`src/rtl/ddr_host_pkg.sv`:
```
// constants, types and timing counts for the double-data-rate dram host
// assumes a 100 MHz system clock and a link clock made by dividing it by two
package ddr_host_pkg;

    ////////////////////////////////////////////////////////////////////////////
    // geometry
    localparam int NUM_BANKS = 8;
    localparam int BANK_W = 3;
    localparam int ADDR_W = 14;
    localparam int AUTO_PRE_BIT = 10;
    localparam int TIMER_W = 8;

    ////////////////////////////////////////////////////////////////////////////
    // clocks: the link clock is the system clock divided by two
    localparam int CLK_PERIOD_PS = 10000;
    localparam int LINK_DIV = 2;
    localparam int LINK_PERIOD_PS = CLK_PERIOD_PS * LINK_DIV;

    // device timing, plain defaults in picoseconds or link clock cycles
    localparam int ROW_PRECHARGE_TIME_PS = 15000;
    localparam int ACTIVATE_TO_COLUMN_DELAY_PS = 15000;
    localparam int REFRESH_CYCLE_TIME_PS = 195000;
    localparam int WRITE_RECOVERY_TIME_PS = 15000;
    localparam int WRITE_TO_READ_TIME_PS = 7500;
    localparam int MODE_REGISTER_SET_DELAY_CK = 2;
    localparam int CAS_LATENCY = 5;
    localparam int BURST_LENGTH = 4;
    localparam int WTR_FLOOR_CK = 2;

    // least times round up to whole link cycles, never below one
    localparam int RP_I = (ROW_PRECHARGE_TIME_PS + LINK_PERIOD_PS - 1) / LINK_PERIOD_PS;
    localparam int RCD_I = (ACTIVATE_TO_COLUMN_DELAY_PS + LINK_PERIOD_PS - 1) / LINK_PERIOD_PS;
    localparam int RFC_I = (REFRESH_CYCLE_TIME_PS + LINK_PERIOD_PS - 1) / LINK_PERIOD_PS;
    localparam int WR_I = (WRITE_RECOVERY_TIME_PS + LINK_PERIOD_PS - 1) / LINK_PERIOD_PS;
    localparam int WTR_I = (WRITE_TO_READ_TIME_PS + LINK_PERIOD_PS - 1) / LINK_PERIOD_PS;
    localparam int WTR_CK = (WTR_I > WTR_FLOOR_CK) ? WTR_I : WTR_FLOOR_CK;
    localparam int HALF_BURST = BURST_LENGTH / 2;

    // each count is stored minus one: a state loaded with n lasts n+1 link cycles
    localparam logic [TIMER_W-1:0] RP_CK = TIMER_W'((RP_I > 1 ? RP_I : 1) - 1);
    localparam logic [TIMER_W-1:0] RCD_CK = TIMER_W'((RCD_I > 1 ? RCD_I : 1) - 1);
    localparam logic [TIMER_W-1:0] RFC_CK = TIMER_W'((RFC_I > 1 ? RFC_I : 1) - 1);
    localparam logic [TIMER_W-1:0] MRD_CK = TIMER_W'(MODE_REGISTER_SET_DELAY_CK - 1);
    localparam logic [TIMER_W-1:0] RD_TO_RD_CK = TIMER_W'(HALF_BURST - 1);
    localparam logic [TIMER_W-1:0] RD_TO_WR_CK = TIMER_W'(HALF_BURST + 2 - 1);
    localparam logic [TIMER_W-1:0] WR_TO_RD_CK = TIMER_W'(CAS_LATENCY - 1 + HALF_BURST + WTR_CK - 1);
    localparam logic [TIMER_W-1:0] WR_TO_WR_CK = TIMER_W'(HALF_BURST - 1);
    localparam logic [TIMER_W-1:0] RD_ACCESS_CK = TIMER_W'(HALF_BURST - 1);
    localparam logic [TIMER_W-1:0] WR_ACCESS_CK = TIMER_W'(CAS_LATENCY - 1 + HALF_BURST + WR_I - 1);
    localparam logic [TIMER_W-1:0] TIMER_ZERO = 8'h00;
    localparam logic [TIMER_W-1:0] TIMER_ONE = 8'h01;

    ////////////////////////////////////////////////////////////////////////////
    // pin codes {select_n, row_strobe_n, column_strobe_n, write_enable_n}
    localparam logic [3:0] PINS_ACT = 4'h3;
    localparam logic [3:0] PINS_RD = 4'h5;
    localparam logic [3:0] PINS_WR = 4'h4;
    localparam logic [3:0] PINS_PRE = 4'h2;
    localparam logic [3:0] PINS_REF = 4'h1;
    localparam logic [3:0] PINS_LMR = 4'h0;
    localparam logic [3:0] PINS_NOP = 4'h7;
    localparam logic [3:0] PINS_DESEL = 4'hF;

    typedef enum logic [2:0] {
        CMD_ACT = 3'h0,
        CMD_RD = 3'h1,
        CMD_WR = 3'h2,
        CMD_PRE = 3'h3,
        CMD_PRE_ALL = 3'h4,
        CMD_REF = 3'h5,
        CMD_LMR = 3'h6
    } cmd_t;

    typedef enum logic [2:0] {
        BANK_IDLE = 3'h0,
        BANK_ACTIVATING = 3'h1,
        BANK_ACTIVE = 3'h2,
        BANK_BURST = 3'h3,
        BANK_AP_ACCESS = 3'h4,
        BANK_PRECHARGING = 3'h5
    } bank_st_t;

    typedef enum logic {
        RUN_OPEN = 1'b0,
        RUN_HOLD = 1'b1
    } run_t;

endpackage

```
`src/rtl/bank_track_if.sv`:
```
// bundle between the command sequencer and the per-bank tracker
// assumes both ends sit on the system clock
`timescale 1ns/1ps
interface bank_track_if;
    import ddr_host_pkg::*;
    logic issue;
    cmd_t kind;
    logic [BANK_W-1:0] bank;
    logic ap;
    logic [NUM_BANKS-1:0] idle_v;
    logic [NUM_BANKS-1:0] active_v;
    logic [NUM_BANKS-1:0] prech_v;
    modport ctrl (output issue, output kind, output bank, output ap,
                  input idle_v, input active_v, input prech_v);
    modport trk (input issue, input kind, input bank, input ap,
                 output idle_v, output active_v, output prech_v);
endinterface

```
`src/rtl/bank_tracker.sv`:
```
// per-bank state and timer for the eight banks of the attached dram
// assumes issue is already qualified by the link tick and clock enable
`timescale 1ns/1ps
module bank_tracker
    import ddr_host_pkg::*;
(
    // clock, reset and link tick
    input wire logic clk,
    input wire logic reset,
    input wire logic tick,
    // sequencer side
    bank_track_if.trk trk
);

    ////////////////////////////////////////////////////////////////////////////
    genvar b;
    generate
        for (b = 0; b < NUM_BANKS; b++)
        begin : g_bank
            bank_st_t st_q;
            bank_st_t st_d;
            logic [TIMER_W-1:0] tm_q;
            logic [TIMER_W-1:0] tm_d;
            wire hit = trk.issue && (trk.bank == BANK_W'(b));
            wire all_hit = trk.issue && (trk.kind == CMD_PRE_ALL);
            wire expired = (tm_q == TIMER_ZERO);

            always_comb
            begin
                st_d = st_q;
                tm_d = expired ? tm_q : TIMER_W'(tm_q - TIMER_ONE);
                if (expired)
                begin
                    unique case (st_q)
                        BANK_IDLE: st_d = BANK_IDLE;
                        BANK_ACTIVATING: st_d = BANK_ACTIVE; // see R03
                        BANK_ACTIVE: st_d = BANK_ACTIVE;
                        BANK_BURST: st_d = BANK_ACTIVE;
                        BANK_AP_ACCESS:
                        begin
                            st_d = BANK_PRECHARGING; // see R16
                            tm_d = RP_CK;
                        end
                        BANK_PRECHARGING: st_d = BANK_IDLE; // see R01 see R02
                        default: st_d = BANK_IDLE;
                    endcase
                end
                if (all_hit)
                begin
                    st_d = BANK_PRECHARGING;
                    tm_d = RP_CK;
                end
                else if (hit)
                begin
                    unique case (trk.kind)
                        CMD_ACT:
                        begin
                            st_d = BANK_ACTIVATING;
                            tm_d = RCD_CK;
                        end
                        CMD_RD:
                        begin
                            st_d = trk.ap ? BANK_AP_ACCESS : BANK_BURST; // see R02
                            tm_d = RD_ACCESS_CK;
                        end
                        CMD_WR:
                        begin
                            // recovery held in the access period so precharge waits it out
                            st_d = trk.ap ? BANK_AP_ACCESS : BANK_BURST; // see R04
                            tm_d = WR_ACCESS_CK;
                        end
                        CMD_PRE:
                        begin
                            st_d = BANK_PRECHARGING;
                            tm_d = RP_CK;
                        end
                        default:
                        begin
                            st_d = st_d;
                        end
                    endcase
                end
            end

            always_ff @(posedge clk or posedge reset)
            begin
                if (reset)
                begin
                    st_q <= BANK_IDLE;
                    tm_q <= TIMER_ZERO;
                end
                else if (tick)
                begin
                    st_q <= st_d;
                    tm_q <= tm_d;
                end
            end

            assign trk.idle_v[b] = (st_q == BANK_IDLE);
            assign trk.active_v[b] = (st_q == BANK_ACTIVE);
            assign trk.prech_v[b] = (st_q == BANK_PRECHARGING);
        end
    endgenerate

endmodule // bank_tracker

```
`src/rtl/ddr_host_ctrl.sv`:
```
// host-side command sequencer for an eight-bank double-data-rate dram
// assumes the user holds a request steady until it is accepted or refused
// the link clock is made here by dividing clk, so it is no second domain
//
// Contract
// precharge keeps the bank precharging for row_precharge_time, then idle
// read with auto precharge keeps bank busy until row_precharge_time met
// activate keeps bank activating for activate_to_column_delay, then row active
// write with auto precharge keeps bank busy until row_precharge_time met
// refresh blocks the whole device for refresh_cycle_time; banks idle after
// load mode blocks for mode_register_set_delay; only deselect meanwhile
// precharge all puts every bank precharging for row_precharge_time
// during refresh, mode access, precharge all: deselect or nop only
// never issue a state and command pair outside the permitted tables
// refresh and load mode only when all banks idle, no burst running
// write after read only once the read burst has completed
// with one bank busy, other banks take legal commands for their state
// strobe codes: activate 0011, read 0101, write 0100, precharge 0010, nop 0111
// alternate-bank commands only with clock enable high two cycles running
// bank is row active after activate delay with no burst in progress
// read auto precharge starts at the earliest legal explicit precharge
// write auto precharge starts when write_recovery_time ends
// during auto precharge other banks accept commands not breaking transfers
// keep read and write data off the bus together; all timing holds
// write-to-read turnaround is max of two and write_to_read_time cycles
// after write autoprecharge: read cl-1+bl/2+wtr, write bl/2, else one
// after read autoprecharge: read bl/2, write bl/2+2, precharge/activate one
// every command is sampled from the strobes at the rising link clock edge
// separate state and timer per bank plus a device-wide busy tracker
// select high makes the device ignore commands; work in progress goes on
`timescale 1ns/1ps
module ddr_host_ctrl
    import ddr_host_pkg::*;
(
    // clock, reset, enable
    input wire logic clk,
    input wire logic reset,
    input wire logic ce,
    // user request
    input wire logic req_valid,
    input wire ddr_host_pkg::cmd_t req_cmd,
    input wire logic [ddr_host_pkg::BANK_W-1:0] req_bank,
    input wire logic [ddr_host_pkg::ADDR_W-1:0] req_addr,
    input wire logic req_ap,
    // user answer
    output logic req_accept_q,
    output logic req_error_q,
    output logic busy_q,
    // dram pins
    output logic ck_q,
    output logic cke_q,
    output logic cs_n_q,
    output logic ras_n_q,
    output logic cas_n_q,
    output logic we_n_q,
    output logic [ddr_host_pkg::BANK_W-1:0] ba_q,
    output logic [ddr_host_pkg::ADDR_W-1:0] addr_q
);
    import ddr_host_pkg::*;

    ////////////////////////////////////////////////////////////////////////////
    // declarations
    bank_track_if trk_bus ();

    run_t run_q;
    run_t run_d;
    logic [TIMER_W-1:0] hold_q;
    logic [TIMER_W-1:0] hold_d;
    logic [TIMER_W-1:0] rd_gap_q;
    logic [TIMER_W-1:0] rd_gap_d;
    logic [TIMER_W-1:0] wr_gap_q;
    logic [TIMER_W-1:0] wr_gap_d;
    logic cke_prev_q;
    logic [3:0] pins_d;
    logic [ADDR_W-1:0] addr_d;

    ////////////////////////////////////////////////////////////////////////////
    // link clock and command slot
    // commands change as ck falls, so they sit still across the rising edge
    wire tick = ce && ck_q;

    // clock enable on the pin must have been high last cycle and this one
    wire cke_ok = cke_q && cke_prev_q;

    wire holding = (run_q == RUN_HOLD);

    ////////////////////////////////////////////////////////////////////////////
    // decoding of the request against bank state
    wire [NUM_BANKS-1:0] settled_v = trk_bus.idle_v | trk_bus.active_v | trk_bus.prech_v;
    wire bank_idle = trk_bus.idle_v[req_bank];
    wire bank_active = trk_bus.active_v[req_bank];
    wire bank_prech = trk_bus.prech_v[req_bank];
    wire bank_settled = settled_v[req_bank];
    wire all_idle = &trk_bus.idle_v;
    wire all_settled = &settled_v;
    wire bursts_done = (rd_gap_q == TIMER_ZERO) && (wr_gap_q == TIMER_ZERO);

    // other banks are judged by their own state and the shared column gaps, so a busy bank blocks them only through those gaps
    wire act_ok = bank_idle;
    wire act_bad = !bank_idle && !bank_prech;
    wire rd_ok = bank_active && (rd_gap_q == TIMER_ZERO); // see R12 see R18
    wire wr_ok = bank_active && (wr_gap_q == TIMER_ZERO); // see R11
    wire col_bad = bank_idle || bank_prech;
    wire pre_ok = bank_settled;
    wire pre_all_ok = all_settled;
    wire ref_lmr_ok = all_idle && bursts_done;

    wire is_act = (req_cmd == CMD_ACT);
    wire is_rd = (req_cmd == CMD_RD);
    wire is_wr = (req_cmd == CMD_WR);
    wire is_pre = (req_cmd == CMD_PRE);
    wire is_pre_all = (req_cmd == CMD_PRE_ALL);
    wire is_ref = (req_cmd == CMD_REF);
    wire is_lmr = (req_cmd == CMD_LMR);
    wire is_known = is_act || is_rd || is_wr || is_pre || is_pre_all || is_ref || is_lmr;

    wire cmd_ok = (is_act && act_ok)
                  || (is_rd && rd_ok)
                  || (is_wr && wr_ok)
                  || (is_pre && pre_ok)
                  || (is_pre_all && pre_all_ok)
                  || ((is_ref || is_lmr) && ref_lmr_ok);

    // pairs outside the tables are refused rather than sent
    wire cmd_bad = !is_known
                   || (is_act && act_bad)
                   || ((is_rd || is_wr) && col_bad);

    wire slot = tick && req_valid && cke_ok && !holding;
    wire issue = slot && cmd_ok && !cmd_bad;
    wire refuse = slot && cmd_bad;

    ////////////////////////////////////////////////////////////////////////////
    // pin encoding
    wire [3:0] pins_cmd = is_act ? PINS_ACT
                          : is_rd ? PINS_RD
                          : is_wr ? PINS_WR
                          : (is_pre || is_pre_all) ? PINS_PRE
                          : is_ref ? PINS_REF
                          : is_lmr ? PINS_LMR
                          : PINS_NOP;

    always_comb
    begin
        addr_d = req_addr;
        if (is_rd || is_wr)
        begin
            addr_d[AUTO_PRE_BIT] = req_ap;
        end
        if (is_pre || is_pre_all)
        begin
            addr_d[AUTO_PRE_BIT] = is_pre_all;
        end
        // deselect whenever nothing is sent; the device carries on regardless
        pins_d = issue ? pins_cmd : PINS_DESEL; // see R25
    end

    ////////////////////////////////////////////////////////////////////////////
    // device-wide busy period for refresh, mode access and precharge all
    always_comb
    begin
        run_d = run_q;
        hold_d = hold_q;
        if (holding)
        begin
            if (hold_q == TIMER_ZERO)
            begin
                run_d = RUN_OPEN;
            end
            else
            begin
                hold_d = TIMER_W'(hold_q - TIMER_ONE);
            end
        end
        if (issue && is_ref)
        begin
            run_d = RUN_HOLD;
            hold_d = RFC_CK;
        end
        if (issue && is_lmr)
        begin
            run_d = RUN_HOLD;
            hold_d = MRD_CK;
        end
        if (issue && is_pre_all)
        begin
            run_d = RUN_HOLD; // see R07
            hold_d = RP_CK;
        end
    end

    ////////////////////////////////////////////////////////////////////////////
    // column spacing shared by all banks
    // applied to plain and auto-precharge bursts alike, which is safe but not tight
    always_comb
    begin
        rd_gap_d = (rd_gap_q == TIMER_ZERO) ? rd_gap_q : TIMER_W'(rd_gap_q - TIMER_ONE);
        wr_gap_d = (wr_gap_q == TIMER_ZERO) ? wr_gap_q : TIMER_W'(wr_gap_q - TIMER_ONE);
        if (issue && is_rd)
        begin
            rd_gap_d = RD_TO_RD_CK;
            wr_gap_d = RD_TO_WR_CK; // see R22
        end
        if (issue && is_wr)
        begin
            rd_gap_d = WR_TO_RD_CK; // see R20
            wr_gap_d = WR_TO_WR_CK;
        end
    end

    ////////////////////////////////////////////////////////////////////////////
    // bank tracker
    assign trk_bus.issue = issue;
    assign trk_bus.kind = req_cmd;
    assign trk_bus.bank = req_bank;
    assign trk_bus.ap = req_ap;

    bank_tracker u_bank_tracker (
        .clk(clk),
        .reset(reset),
        .tick(tick),
        .trk(trk_bus.trk)
    );

    ////////////////////////////////////////////////////////////////////////////
    // link clock divider and clock enable
    always_ff @(posedge clk or posedge reset)
    begin
        if (reset)
        begin
            ck_q <= 1'b0;
            cke_q <= 1'b0;
            cke_prev_q <= 1'b0;
        end
        else if (ce)
        begin
            ck_q <= !ck_q;
            if (tick)
            begin
                cke_q <= 1'b1;
                cke_prev_q <= cke_q;
            end
        end
    end

    ////////////////////////////////////////////////////////////////////////////
    // command pins
    always_ff @(posedge clk or posedge reset)
    begin
        if (reset)
        begin
            {cs_n_q, ras_n_q, cas_n_q, we_n_q} <= PINS_DESEL;
            ba_q <= '0;
            addr_q <= '0;
        end
        else if (tick)
        begin
            {cs_n_q, ras_n_q, cas_n_q, we_n_q} <= pins_d;
            if (issue)
            begin
                ba_q <= req_bank;
                addr_q <= addr_d;
            end
        end
    end

    ////////////////////////////////////////////////////////////////////////////
    // timers and run state
    always_ff @(posedge clk or posedge reset)
    begin
        if (reset)
        begin
            run_q <= RUN_OPEN;
            hold_q <= TIMER_ZERO;
            rd_gap_q <= TIMER_ZERO;
            wr_gap_q <= TIMER_ZERO;
            busy_q <= 1'b0;
        end
        else if (tick)
        begin
            run_q <= run_d;
            hold_q <= hold_d;
            rd_gap_q <= rd_gap_d;
            wr_gap_q <= wr_gap_d;
            busy_q <= (run_d == RUN_HOLD);
        end
    end

    ////////////////////////////////////////////////////////////////////////////
    // user answer: one-cycle pulses, the request is held until one of them
    always_ff @(posedge clk or posedge reset)
    begin
        if (reset)
        begin
            req_accept_q <= 1'b0;
            req_error_q <= 1'b0;
        end
        else if (ce)
        begin
            req_accept_q <= issue;
            req_error_q <= refuse;
        end
    end

endmodule // ddr_host_ctrl

```
`config.mk`:
```
export PLATFORM = sky130hd
export DESIGN_NAME = ddr_host_ctrl
export DESIGN_NICKNAME = d
export VERILOG_FILES = /design/src/rtl/ddr_host_pkg.sv /design/src/rtl/bank_track_if.sv /design/src/rtl/bank_tracker.sv /design/src/rtl/ddr_host_ctrl.sv
export SDC_FILE = /design/constraint.sdc
export NUM_CORES = 1
export LEC_CHECK = 0
export BUFFER_PORTS_ARGS = -buffer_cell sky130_fd_sc_hd__buf_2
export CAP_MARGIN = 5
export CORE_MARGIN = 1
export CORE_UTILIZATION = 53
export CTS_BUF_LIST = sky130_fd_sc_hd__clkbuf_8
export CTS_CLUSTER_DIAMETER = 60
export CTS_CLUSTER_SIZE = 10
export DETAILED_ROUTE_END_ITERATION = 6
export HOLD_SLACK_MARGIN = 0.1
export MAX_ROUTING_LAYER = met4
export PLACE_DENSITY = 0.77
export SLEW_MARGIN = 5
export SYNTH_ARGS = -nofsm -noshare
export SYNTH_HDL_FRONTEND = slang
export SYNTH_SLANG_ARGS = --single-unit
export TNS_END_PERCENT = 5
```
`constraint.sdc`:
```
create_clock -name clk -period 14.35 [get_ports clk]
set_clock_uncertainty 0.2 [all_clocks]
set_input_delay 2.1525 -clock clk [delete_from_list [all_inputs] [get_ports clk]]
set_output_delay 2.1525 -clock clk [all_outputs]
set_load 0.02 [all_outputs]
```
==> results.cfg <==
[worst_setup_path]
critical_path.max_fanout = 26
crit_type = in2reg
worstPathCellList = buf_2 > clkinv_2 > mux4_2 > o22ai_2 > a311oi_4 > nand2_2 > a21boi_4 > nor2_1 > a221oi_1 > a21o_1
worstSetupStartpoint = req_bank[1]
reg2reg_depth = 10
critPathBufInv = 2
worst_path_max_delay_cell = a21boi_4
cp_top_family = compound AO/OA/AOI/OAI gates
crit_path_end = u_bank_tracker.g_bank[1].st_q[1]
r2r-end = u_bank_tracker.g_bank[1].st_q[1]
start_kind = input pin
r2r_setup_slack_ns = 10.40
arrival_ns = 5.62
r2r-start = u_bank_tracker.g_bank[4].st_q[2]
slowest_delay_ns = 0.76
cp.required_ns = 14.57
worst_setup_path_end_kind = flop
path_depth = 10

[placement]
portBuffers = 50
dpl_worst_slack_ns = 8.52
place_area_mm2 = 0.00952
dp_hpwl_mm = 17.0
gp_congestion = 1.06

[timing]
fmax_mhz = 185
setup_violations = 0
rsz0062_at_grt = false
worstMarginPinSlew_ns = 1.10
relSlewSlack_pct = 25.9
finalHoldViolCount = 0
maxSlewViolCount = 0
tns_ns = 0
fin_crit_ns = 5.41
fin_ws_ns = 8.94
post-route-period-util_pct = 37.7

[power_and_ir_drop]
p_per_area_mw_per_mm2 = 178
power.leakage_uw = 0.00428
peakVddDrop_uv = 116

[cts]
cts_hold_buf = 0
clock_sinks = 139
clkTransAtPathRegs_ns = 0.09
cts_setup_buffers = 0
ctsHtreeMaxLevel = 4
clock_latency_ns = 0.48
cts.repair.resized = 0
cts_tree = yes
clockBufferDepth = 2
cts_buffers = 17
cts_root_buffer = clkbuf_8

[drt]
ant_nets = 0
routedWlPerCell_um = 18.2
drc = 0
vias_per_cell = 6.33
drt-pass1-iter-count = 5
drt_wl_total_mm = 24.6
first_iter_violations = 849
num_vias = 8535

[worst_hold_path]
hp-class = reg2reg

[yosys]
synth_fp_nets = 1144
synthTopCellsByArea = dfrtp_1, nand2_1, a21oi_1
syn_inst = 1093
yosysTopAreaCell = dfrtp_1
synth_ff_type = dfrtp_1
ys_types = 97
synth_sequential_area_ratio_pct = 37.9
synthesis.area_mm2 = 0.00919
synth.avg_cell_area_um2 = 8.40
netlist.area_leader.share_pct = 36.8
synth_async_sr_flop_share_pct = 100
yosysWarnings = 0
synth.ff_latch_count = 139
synth-edff-count = 0

[floorplanning]
core_mm2 = 0.0168
fp.dieW_um = 134
start_util_pct = 54.8
die_h_um = 134
ios = 51
fp-row-count = 47
dieArea_mm2 = 0.0179

[finish]
drive_gt1_share_pct = 13.4
layout_common_cells = nand2_1, dfrtp_1, nor2_1
areaGrowthSynthToFinish_pct = 7.83
final_common_cell = nand2_1
final_area_mm2 = 0.00991
final_nets = 1166
fill_cells = 1478
fin_util_pct = 59.1
antenna_cells = 0

[global_route]
grt_use_total_pct = 29.5
grt_pass1_vias = 7972
grt_pass1_wl_mm = 40.6
antenna_found_initial = 0
overflow = 0
grt_max_degree = 72

[status]
status = finished, final reports clean

[run]
cap_violations = 0
logic make-up (layout without fill, tap and decap cells):
family | Yosys count | in the layout | synth area share (%)
AOI/OAI and AO/OA | 322 | 322 | 24.7
xor gates and xnor gates | 5 | 5 | 0.477
adders and majority gates | 26 | 26 | 3.54
buffers and inverters | 99 | 134 | 4.58
DFF | 139 | 139 | 37.9
muxes | 8 | 8 | 1.25
and+or+nand+nor | 494 | 494 | 27.5
flip-flops by register name, summed over array words and instances (netlist names):
signal	count
ck_q	1
req_error_q	1
ba_q	3
ras_n_q	1
u_bank_tracker.g_bank.st_q	24
rd_gap_q	8
we_n_q	1
u_bank_tracker.g_bank.tm_q	64
cs_n_q	1
wr_gap_q	8
cke_prev_q	1
req_accept_q	1
addr_q	14
hold_q	8
holding	1
cke_q	1
cas_n_q	1
metrics by stage:
step | power [uW] | hold WS [ns] | cells
2_1_floorplan | 1250 | 0.247 | 1093
3_3_place_gp | 1420 | 0.245 | 1316
3_5_place_dp | 1440 | 0.250 | 1316
4_1_cts | 1760 | 0.270 | 1348
5_1_grt | 1900 | 0.297 | 1348
6_report | 1760 | 0.267 | 1348
worst min path at each step:
stage	startpoint	end	slack, ns	cells past startpoint
floorplan	cke_prev_q	cke_prev_q	0.25	2
global placement	addr_q[8]	addr_q[8]	0.24	2
detailed placement	addr_q[5]	addr_q[5]	0.25	2
CTS	addr_q[5]	addr_q[5]	0.27	2
global route	addr_q[5]	addr_q[5]	0.30	2
finish	addr_q[3]	addr_q[3]	0.27	2
synth_stat cells, drive strengths merged (16+ instances only):
library cell	count
a21o	29
nand3	50
a31oi	25
nor2	85
dfrtp	135
inv	44
clkbuf	28
nand2b	19
nor3	45
or3	16
o31ai	16
buf	26
nor4	18
nand2	162
ha	26
o21ai	65
a21oi	70
a22o	19
routing by layer:
metal	wire, um	global-route usage, %	vias to the layer above
met3	1620	5.02	49
met4	556	11.4	0
met5	0	-	-
met1	11200	39.3	4112
met2	11200	45.1	307
li1	-	-	4067
layout make-up:
class / count / area, um^2 / share of cell area [%]
Clock buffer: 18 / 248 / 2.50
Timing Repair Buffer: 57 / 303 / 3.06
Inverter: 45 / 175 / 1.77
Multi-Input combinational cell: 855 / 5290 / 53.4
Clock inverter: 14 / 135 / 1.36
Sequential cell: 139 / 3480 / 35.2
Tap cell: 220 / 275 / 2.78
tightest hold or removal path: stages, from the launching register on:
cell,delay (ns)
dfrtp_1,0.35
nand2_1,0.05
nand2_1,0.05
report_power, final:
group / leakage [uW] / internal (uW) / total (uW) / switching [uW]
Clock: 0.000183 / 144 / 315 / 171
Combinational: 0.00241 / 314 / 759 / 445
Sequential: 0.00169 / 535 / 686 / 152
Power figures use the tool's default switching activity.
